===== src/shared/rmx_pkg.sv =====
// Constants, types and helpers for the remote message exchange block
// What this block does
// - A message is items split by semicolons, closed by a terminator
// - Terminal mode ends a message on CR, LF or CR followed by LF
// - Computer mode ends a message only on LF
// - Bus mode ends a message on LF or any byte sent with EOI
// - Terminal mode runs a message only after its terminator, in order
// - Terminal mode drops bytes into a full buffer and flags an error
// - Bus and computer modes refuse input while the buffer is full
// - Replies are produced only for queries
// - Serial modes send replies at once; bus mode waits for talk
// - A new message discards an unread reply and flags an error
// - One reply unit per query, units split by semicolons
// - Reply ends CR LF, LF, or LF with EOI by mode
// - Entering remote clears pattern or jitter conflicts
// - A conflicting setting is refused and flagged
// - Coupled settings are applied together at message end
// - Items run strictly one after another
// - Operation complete follows only finished items
// - Input buffer holds 100 bytes; outside terminal mode parsing runs while bytes arrive
// - Headers are accepted in upper or lower case
// - Each query builds its reply when parsed
package rmx_pkg;
  localparam logic [7:0] CH_CR = 8'h0d;
  localparam logic [7:0] CH_LF = 8'h0a;
  localparam logic [7:0] CH_SEMI = 8'h3b;
  localparam logic [7:0] CH_QM = 8'h3f;
  localparam logic [7:0] CH_LA = 8'h61;
  localparam logic [7:0] CH_LZ = 8'h7a;
  localparam logic [7:0] CASE_OFS = 8'h20;
  localparam int IN_DEPTH = 100;
  localparam int OUT_DEPTH = 16;
  localparam int IN_W = 9;
  localparam int OUT_W = 9;
  localparam int MCNT_W = 7;

  typedef enum logic [1:0] {
    MODE_TERM = 2'h0,
    MODE_COMP = 2'h1,
    MODE_GPIB = 2'h2
  } rmx_mode_t;

  function automatic logic [7:0] rmx_upcase(input logic [7:0] b);
    if (b >= CH_LA && b <= CH_LZ) begin
      return b - CASE_OFS;
    end
    return b;
  endfunction

  function automatic logic rmx_is_term(input rmx_mode_t m,
                                       input logic [7:0] b,
                                       input logic eoi);
    case (m)
      MODE_TERM: return b == CH_CR || b == CH_LF;
      MODE_COMP: return b == CH_LF;
      MODE_GPIB: return b == CH_LF || eoi;
      default: return 1'b0;
    endcase
  endfunction
endpackage


===== src/logic/rmx_fifo.sv =====
// Synchronous FIFO with flush, used for the input buffer and reply queue
`timescale 1ns/1ps
module rmx_fifo #(
  parameter int WIDTH = 9,
  parameter int DEPTH = 16
) (
  input wire logic mclk,
  input wire logic rst_b,
  input wire logic flush,
  input wire logic in_valid,
  input wire logic [WIDTH-1:0] in_data,
  output logic in_ready,
  output logic out_valid,
  output logic [WIDTH-1:0] out_data,
  input wire logic out_ready,
  output logic [$clog2(DEPTH+1)-1:0] level
);
  import rmx_pkg::*;
  localparam int AW = $clog2(DEPTH);
  localparam int CW = $clog2(DEPTH+1);
  localparam logic [AW-1:0] LAST = AW'(DEPTH - 1);

  typedef struct packed {
    logic [AW-1:0] wp;
    logic [AW-1:0] rp;
    logic [CW-1:0] cnt;
  } rmx_fifo_st_t;

  rmx_fifo_st_t s_q, s_d;
  logic [WIDTH-1:0] mem [DEPTH];
  logic push, pop;

  function automatic logic [AW-1:0] nxt(input logic [AW-1:0] p);
    return (p == LAST) ? '0 : p + 1'b1;
  endfunction

  assign in_ready = s_q.cnt != CW'(DEPTH);
  assign out_valid = s_q.cnt != '0;
  assign out_data = mem[s_q.rp];
  assign level = s_q.cnt;
  assign push = in_valid && in_ready && !flush;
  assign pop = out_valid && out_ready && !flush;

  always_comb begin
    s_d = s_q;
    if (flush) begin
      s_d = '0;
    end else begin
      if (push) begin
        s_d.wp = nxt(s_q.wp);
      end
      if (pop) begin
        s_d.rp = nxt(s_q.rp);
      end
      s_d.cnt = s_q.cnt + CW'(push) - CW'(pop);
    end
  end

  always_ff @(posedge mclk or negedge rst_b) begin
    if (!rst_b) begin
      s_q <= '0;
    end else begin
      s_q <= s_d;
    end
  end

  // Storage needs no reset; the count guards every read
  always_ff @(posedge mclk) begin
    if (push) begin
      mem[s_q.wp] <= in_data;
    end
  end
endmodule


===== src/logic/rmx_msg_exchange.sv =====
// Program message parser, sequencer and reply formatter
`timescale 1ns/1ps
module rmx_msg_exchange (
  input wire logic mclk,
  input wire logic rst_b,
  input wire rmx_pkg::rmx_mode_t mode,
  input wire logic rx_valid,
  input wire logic [7:0] rx_data,
  input wire logic rx_eoi,
  output logic rx_ready,
  input wire logic talk_en,
  output logic tx_valid,
  output logic [7:0] tx_data,
  output logic tx_eoi,
  input wire logic tx_ready,
  output logic hdr_valid,
  output logic [7:0] hdr_byte,
  output logic exec_req,
  output logic exec_query,
  input wire logic exec_done,
  input wire logic exec_coupled,
  input wire logic resp_valid,
  input wire logic [7:0] resp_data,
  input wire logic resp_last,
  output logic resp_ready,
  output logic op_complete,
  output logic apply_req,
  input wire logic apply_done,
  input wire logic contention_hit,
  output logic contention_err,
  input wire logic pat_contention,
  input wire logic jit_contention,
  output logic force_prbs15_sync,
  output logic force_jitter_off,
  output logic remote_active,
  output logic overrun_err,
  output logic reply_cut_off_error
);
  import rmx_pkg::*;
  localparam int IN_LW = $clog2(IN_DEPTH + 1);
  localparam int OUT_LW = $clog2(OUT_DEPTH + 1);

  typedef enum logic [5:0] {
    S_IDLE = 6'b00_0001,
    S_EXEC = 6'b00_0010,
    S_END = 6'b00_0100,
    S_APPLY = 6'b00_1000,
    S_TCR = 6'b01_0000,
    S_TLF = 6'b10_0000
  } rmx_state_t;

  typedef struct packed {
    rmx_state_t st;
    logic [MCNT_W-1:0] msg_cnt;
    logic item;
    logic query;
    logic eom;
    logic pend_apply;
    logic any_unit;
    logic unit_open;
    logic remote;
    logic after_cr;
    logic msg_start;
    logic hdr_v;
    logic [7:0] hdr_b;
    logic exec_req;
    logic op_done;
    logic apply_req;
    logic c_err;
    logic force_p;
    logic force_j;
    logic ovr;
    logic cut;
  } rmx_st_t;

  rmx_st_t s_q, s_d;

  logic in_rdy, in_v, in_wr, in_pop, rx_term, skip_lf;
  logic [IN_W-1:0] in_word;
  logic [IN_LW-1:0] in_lvl;
  logic out_rdy, out_v, out_push, out_flush, out_pop;
  logic [OUT_W-1:0] out_word, out_head;
  logic [OUT_LW-1:0] out_lvl;
  logic [7:0] pb;
  logic w_term, w_crlf, w_data, w_end, need_sep;

  assign rx_term = rmx_is_term(mode, rx_data, rx_eoi);
  // A lone LF after CR closes nothing new in terminal mode
  assign skip_lf = mode == MODE_TERM && s_q.after_cr && rx_data == CH_LF;
  // Terminal mode always takes bytes, losing them when full
  assign rx_ready = (mode == MODE_TERM) ? 1'b1 : in_rdy;
  assign in_wr = rx_valid && !skip_lf && in_rdy;

  // Terminal mode holds parsing until a whole message sits in the buffer
  assign in_pop = s_q.st == S_IDLE && in_v &&
                  (mode != MODE_TERM || s_q.msg_cnt != '0);

  assign w_term = in_word[IN_W-1];
  assign pb = rmx_upcase(in_word[7:0]);
  assign w_crlf = pb == CH_CR || pb == CH_LF;
  assign w_data = pb != CH_SEMI && !w_crlf;
  assign w_end = pb == CH_SEMI || w_term;

  assign need_sep = s_q.any_unit && !s_q.unit_open;
  // Replies are taken only while a query is being run
  assign resp_ready = s_q.st == S_EXEC && s_q.query && out_rdy &&
                      !need_sep;

  // Serial replies leave at once; bus replies wait to be talked out
  assign out_pop = tx_ready && (mode != MODE_GPIB || talk_en);
  assign tx_valid = out_v && (mode != MODE_GPIB || talk_en);
  assign tx_data = out_head[7:0];
  assign tx_eoi = out_head[OUT_W-1];

  assign hdr_valid = s_q.hdr_v;
  assign hdr_byte = s_q.hdr_b;
  assign exec_req = s_q.exec_req;
  assign exec_query = s_q.query;
  assign op_complete = s_q.op_done;
  assign apply_req = s_q.apply_req;
  assign contention_err = s_q.c_err;
  assign force_prbs15_sync = s_q.force_p;
  assign force_jitter_off = s_q.force_j;
  assign remote_active = s_q.remote;
  assign overrun_err = s_q.ovr;
  assign reply_cut_off_error = s_q.cut;

  // Input buffer of 100 bytes; outside terminal mode parsing drains it while bytes arrive
  rmx_fifo #(.WIDTH(IN_W), .DEPTH(IN_DEPTH)) u_in_buf (
    .mclk(mclk),
    .rst_b(rst_b),
    .flush(1'b0),
    .in_valid(in_wr),
    .in_data({rx_term, rx_data}),
    .in_ready(in_rdy),
    .out_valid(in_v),
    .out_data(in_word),
    .out_ready(in_pop),
    .level(in_lvl)
  );

  rmx_fifo #(.WIDTH(OUT_W), .DEPTH(OUT_DEPTH)) u_out_q (
    .mclk(mclk),
    .rst_b(rst_b),
    .flush(out_flush),
    .in_valid(out_push),
    .in_data(out_word),
    .in_ready(out_rdy),
    .out_valid(out_v),
    .out_data(out_head),
    .out_ready(out_pop),
    .level(out_lvl)
  );

  always_comb begin
    s_d = s_q;
    s_d.hdr_v = 1'b0;
    s_d.exec_req = 1'b0;
    s_d.op_done = 1'b0;
    s_d.apply_req = 1'b0;
    s_d.c_err = 1'b0;
    s_d.force_p = 1'b0;
    s_d.force_j = 1'b0;
    s_d.ovr = 1'b0;
    s_d.cut = 1'b0;
    out_push = 1'b0;
    out_word = '0;
    out_flush = 1'b0;

    if (rx_valid && rx_ready) begin
      s_d.after_cr = rx_data == CH_CR;
    end
    if (rx_valid && mode == MODE_TERM && !skip_lf && !in_rdy) begin
      s_d.ovr = 1'b1;
    end
    if (in_wr) begin
      s_d.msg_start = rx_term;
      // Start of a new message while a reply still waits
      if (s_q.msg_start && out_lvl != '0) begin
        out_flush = 1'b1;
        s_d.cut = 1'b1;
      end
    end
    s_d.msg_cnt = s_q.msg_cnt +
      MCNT_W'(in_wr && rx_term && mode == MODE_TERM) -
      MCNT_W'(in_pop && w_term && s_q.msg_cnt != '0);

    case (s_q.st)
      S_IDLE: begin
        if (in_pop) begin
          if (!s_q.remote) begin
            s_d.remote = 1'b1;
            s_d.force_p = pat_contention;
            s_d.force_j = jit_contention;
          end
          if (w_data) begin
            s_d.hdr_v = 1'b1;
            s_d.hdr_b = pb;
            s_d.item = 1'b1;
            if (pb == CH_QM) begin
              s_d.query = 1'b1;
            end
          end
          if (w_end) begin
            s_d.eom = w_term;
            if (s_q.item || w_data) begin
              s_d.exec_req = 1'b1;
              s_d.st = S_EXEC;
            end else if (w_term) begin
              s_d.st = S_END;
            end
          end
        end
      end
      S_EXEC: begin
        if (resp_valid && need_sep && out_rdy) begin
          out_push = 1'b1;
          out_word = {1'b0, CH_SEMI};
          s_d.unit_open = 1'b1;
        end else if (resp_valid && resp_ready) begin
          out_push = 1'b1;
          out_word = {1'b0, resp_data};
          s_d.unit_open = !resp_last;
          if (resp_last) begin
            s_d.any_unit = 1'b1;
          end
        end
        if (exec_done) begin
          s_d.op_done = 1'b1;
          // Coupled items are held and applied once the message is read
          s_d.pend_apply = s_q.pend_apply || exec_coupled;
          s_d.item = 1'b0;
          s_d.query = 1'b0;
          s_d.unit_open = 1'b0;
          s_d.st = s_q.eom ? S_END : S_IDLE;
        end
      end
      S_END: begin
        if (s_q.pend_apply) begin
          s_d.apply_req = 1'b1;
          s_d.pend_apply = 1'b0;
          s_d.st = S_APPLY;
        end else if (s_q.any_unit) begin
          s_d.st = (mode == MODE_TERM) ? S_TCR : S_TLF;
        end else begin
          s_d.st = S_IDLE;
        end
      end
      S_APPLY: begin
        if (apply_done) begin
          // Prior setting stays; only the flag is raised
          s_d.c_err = contention_hit;
          s_d.st = S_END;
        end
      end
      S_TCR: begin
        if (out_rdy) begin
          out_push = 1'b1;
          out_word = {1'b0, CH_CR};
          s_d.st = S_TLF;
        end
      end
      S_TLF: begin
        if (out_rdy) begin
          out_push = 1'b1;
          out_word = {mode == MODE_GPIB, CH_LF};
          s_d.any_unit = 1'b0;
          s_d.st = S_IDLE;
        end
      end
      default: begin
        s_d.st = S_IDLE;
      end
    endcase
  end

  always_ff @(posedge mclk or negedge rst_b) begin
    if (!rst_b) begin
      s_q <= '0;
      s_q.st <= S_IDLE;
      s_q.msg_start <= 1'b1;
    end else begin
      s_q <= s_d;
    end
  end

  a_no_unsolicited: assert property (@(posedge mclk) disable iff (!rst_b)
    out_push |-> (s_q.st == S_EXEC && s_q.query) || s_q.any_unit)
    else $error("Reply byte queued without a query");

  a_term_overrun: assert property (@(posedge mclk) disable iff (!rst_b)
    (mode == MODE_TERM && rx_valid && !skip_lf && !in_rdy) |=> overrun_err)
    else $error("Dropped byte not flagged");

  a_full_refuse: assert property (@(posedge mclk) disable iff (!rst_b)
    (mode != MODE_TERM && in_lvl == IN_LW'(IN_DEPTH)) |-> !rx_ready)
    else $error("Full buffer still accepting");

  a_bus_hold: assert property (@(posedge mclk) disable iff (!rst_b)
    (mode == MODE_GPIB && !talk_en) |-> !tx_valid)
    else $error("Bus reply sent while not talker");

  a_cut_off: assert property (@(posedge mclk) disable iff (!rst_b)
    (in_wr && s_q.msg_start && out_lvl != '0) |=> reply_cut_off_error
      ##1 !reply_cut_off_error)
    else $error("Interrupted reply not reported");

  a_term_wait: assert property (@(posedge mclk) disable iff (!rst_b)
    (mode == MODE_TERM && s_q.msg_cnt == '0) |-> !in_pop)
    else $error("Parsing before terminator");

  a_seq_exec: assert property (@(posedge mclk) disable iff (!rst_b)
    (s_q.st == S_EXEC && !exec_done) |=> !exec_req)
    else $error("Overlapping item issued");

  a_op_after: assert property (@(posedge mclk) disable iff (!rst_b)
    op_complete |-> $past(exec_done) && $past(s_q.st == S_EXEC))
    else $error("Completion without finished item");

  a_upcase_hdr: assert property (@(posedge mclk) disable iff (!rst_b)
    hdr_valid |-> !(hdr_byte >= CH_LA && hdr_byte <= CH_LZ))
    else $error("Header byte not folded to upper case");

  a_apply_end: assert property (@(posedge mclk) disable iff (!rst_b)
    apply_req |-> $past(s_q.st == S_END) ##1 !apply_req)
    else $error("Coupled apply outside message end");

  a_req_from_idle: assert property (@(posedge mclk) disable iff (!rst_b)
    exec_req |-> s_q.st == S_EXEC && $past(s_q.st == S_IDLE))
    else $error("Item issued outside idle");

  a_bus_eoi_lf: assert property (@(posedge mclk) disable iff (!rst_b)
    (tx_valid && tx_eoi) |-> mode == MODE_GPIB && tx_data == CH_LF)
    else $error("End flag on a byte other than the bus terminator");

  a_remote_force: assert property (@(posedge mclk) disable iff (!rst_b)
    (force_prbs15_sync || force_jitter_off) |-> remote_active &&
      !$past(remote_active))
    else $error("Contention cleared outside remote entry");

  a_conflict_flag: assert property (@(posedge mclk) disable iff (!rst_b)
    contention_err |-> $past(apply_done) && $past(contention_hit))
    else $error("Contention flagged without a failed apply");

  a_cut_empties: assert property (@(posedge mclk) disable iff (!rst_b)
    reply_cut_off_error |-> out_lvl == '0)
    else $error("Interrupted reply left in the queue");
endmodule


===== config.mk =====
export PLATFORM = sky130hd
export DESIGN_NAME = rmx_msg_exchange
export DESIGN_NICKNAME = d
export VERILOG_FILES = /design/src/shared/rmx_pkg.sv /design/src/logic/rmx_fifo.sv /design/src/logic/rmx_msg_exchange.sv
export SDC_FILE = /design/constraint.sdc
export NUM_CORES = 1
export LEC_CHECK = 0
export BUFFER_PORTS_ARGS = -buffer_cell sky130_fd_sc_hd__buf_2
export CAP_MARGIN = 10
export CORE_ASPECT_RATIO = 0.7
export CORE_MARGIN = 2
export CORE_UTILIZATION = 57
export DETAILED_ROUTE_END_ITERATION = 6
export PLACE_DENSITY = 0.76
export SLEW_MARGIN = 20
export SYNTH_ARGS = -nofsm -noshare
export SYNTH_HDL_FRONTEND = slang
export SYNTH_HIERARCHICAL = 1
export SYNTH_SLANG_ARGS = --single-unit

===== constraint.sdc =====
create_clock -name mclk -period 4.02 [get_ports mclk]
set_input_delay 0.201 -clock mclk [delete_from_list [all_inputs] [get_ports mclk]]
set_output_delay 0.201 -clock mclk [all_outputs]
set_load 0.01 [all_outputs]

==> results_dict.tcl <==
set metrics [dict create \
    sw_frac_of_total 0.2699 \
    required_ps 4570 \
    wl_um 110000 \
    max_slew_margin 0.2370 \
    critPathCaptureType "register" \
    worst-path-max-fanout 12 \
    crit_start "u_in_buf/s_q[7]" \
    intPower_mw 21.68 \
    firstDrtPassIters 6 \
    start_kind "register" \
    clockBufferDepth 3 \
    track_usage 0.2686 \
    numPortBuffers 62 \
    syn_inst 2449 \
    placed_cell_area_um2 47770 \
    yosys_warnings 6 \
    cp_slowest_cell "mux4_2" \
    die_x_um 340.7 \
    path_delay_family "multiplexers" \
    start_util 0.5750 \
    fin_skew_ps 15.02 \
    period_needed_ps 3985 \
    grt_max_degree 101 \
    crit_top_cell "buf_12" \
    areaGrowthSynthToFinish_pct 14.69 \
    clock_latency_ps 670 \
    cts.sinks 1117 \
    place_ws_ps -274.3 \
    p_comb_frac 0.228 \
    post_drt_wl_per_cell_um 28.50 \
    hpwl_um 69910 \
    cts_tree "done" \
    dp_cells 3641 \
    seq_power_share 0.446 \
    grt-ovfl-total 0 \
    path_cells "buf_12 -> buf_12 -> buf_12 -> buf_4 -> mux4_2 -> mux2i_1 -> nor3_1 -> o32a_1 -> or3_1 -> or3_4 -> o221a_4 -> mux2_4" \
    setup_ws_ps 35.45 \
    hold_viol 0 \
    drive_gt1_frac 0.2617 \
    setup_viol 0 \
    max-cap-violations 0 \
    gp_congestion 0.9242 \
    io_pins 63 \
    drc_errors 0 \
    final_max_slew_viol_count 0 \
    clock-root-buffer "clkbuf_16" \
    synth_area_um2 45230 \
    finalNonFillerCells 3861 \
    grt_pass1_wl_um 160600 \
    vias 25070 \
    h-tree-depth 3 \
    syn_avg_cell_area_um2 18.47 \
    status "completed" \
    die_y_um 239.7 \
    core-area_um2 78660 \
    power.switching_mw 8.015 \
    max_slew.worst_pin.slew_ps 1145 \
    max_freq_mhz 251.0 \
    stdcell_area_um2 51870 \
    postRouteAntennaNets 0 \
    reg2reg_from "u_in_buf/s_q[7]" \
    die_area_um2 81650 \
    diodes 0 \
    critPathKind "reg2reg" \
    grt_pass1_vias 24670 \
    p_leak_nw 17.02 \
    power_mw 29.69 \
    max_stage_delay_ps 540 \
    ir_drop_uv 411.7 \
    hold_path_class "in2reg" \
    viasPerCell 6.494 \
    min_from "rx_data[0]" \
    path_clk_slew_ps 60 \
    antenna_found_initial 1 \
    min_period_over_period 0.9912 \
    drt_iter0_drc 3474 \
    worstPathArrival_ps 4530 \
    rows 86 \
    powerDensity_nw_per_um2 572.5 \
    power_frac_clock 0.325 \
    cts_made_buffers 98 \
    critPathBufInv 4 \
    nets 2788 \
]
[worst register-to-register path, delay by kind of cell, from the launching register on]
| family | cells | cell delay (ps) |
|---|---|---|
| buf+inv | 4 | 650 |
| mux | 3 | 1210 |
| simple gates | 3 | 860 |
| flops | 1 | 470 |
| compound gates | 2 | 670 |
[per-layer routing]
metal	part of all wire	GRT usage	wire (µm)	vias to the layer above
li1	-	-	-	10390
met1	0.39	0.3967	42580	12740
met2	0.45	0.3881	49160	1701
met3	0.14	0.08333	15100	245
met4	0.029	0.07983	3188	0
met5	0	0	0	-
[sequential cells by signal, indices dropped and copies added, names as in the netlist]
signal	flops
contention_err	1
exec_query	1
force_jitter_off	1
overrun_err	1
hdr_byte	8
op_complete	1
apply_req	1
s_q	20
force_prbs15_sync	1
u_in_buf/mem	900
u_out_q/level	5
u_in_buf/level	7
remote_active	1
u_out_q/s_q	8
u_in_buf/s_q	14
reply_cut_off_error	1
hdr_valid	1
exec_req	1
u_out_q/mem	144
[through the flow]
stage | TNS (ps) | hold WS [ps] | util
6_report | 0 | 44.88 | 0.6594
5_1_grt | -53.41 | 36.10 | 0.6594
4_1_cts | 0 | 15.18 | 0.6531
3_5_place_dp | -3195 | 421.8 | 0.6073
3_3_place_gp | -2593 | 393.6 | 0.6073
2_1_floorplan | 0 | -94.59 | -
[placed cells by master, fill, tap and decap left out, drive strengths merged, types with 7 or more instances in the layout]
cell type / instances
mux2i: 164
clkinvlp: 11
o22ai: 37
mux2: 15
ha: 33
dlygate4sd3: 16
a211oi: 28
nor3: 24
clkinv: 46
or3: 8
clkbuf: 114
dfrtp: 71
a22o: 12
a21oi: 54
buf: 280
inv: 49
a21o: 10
o21ai: 64
o221ai: 15
edfxtp: 1044
nor2b: 23
bufinv: 14
xnor2: 9
mux4: 191
conb: 7
and2: 7
nand2: 79
a221oi: 21
o31ai: 8
nand2b: 13
nand3: 31
a22oi: 30
nor2: 171
xor2: 10
[final timing paths]
path / to / slack, ps / depth (start not counted)
setup / recovery: hdr_byte[6] / 40 / 12
min in group asynchronous: u_out_q/s_q[6] / 240 / 2
hold reg to reg: force_jitter_off / 480 / 1
max in group asynchronous: u_in_buf/s_q[8] / 3050 / 2
hold / removal: s_q[18] / 40 / 4
setup reg to reg: hdr_byte[6] / 40 / 12
[area by class of cell]
cell class | instances | area, µm²
multi-input combinational | 1158 | 11260
clock inverter | 74 | 778.2
tap | 1056 | 1321
sequential | 1117 | 33190
clock buffer | 111 | 2544
timing repair buffer | 299 | 2600
inverter | 46 | 177.7
fill | 4950 | 26790
[power by group through the flow]
stage,Sequential (mW),Clock [mW],Combinational (mW)
global placement,13.5,0,6.05
CTS,13.2,9.76,6.39
finish,13.3,9.66,6.78
floorplan,13.3,0,4.51
detailed placement,13.5,0,6.24
global route,13.3,10.2,7.17
[what timing repair did]
action | CTS | global route
gates resized for setup | 20 | 62
gates cloned | 0 | 4
hold buffers | 16 | 0
pin swaps | 3 | 16
endpoints found under the setup margin | 18 | 34
buffers inserted | 2 | 11
hold endpoints to repair | 92 | 0
Note: power is estimated with default switching activity, not from simulation.
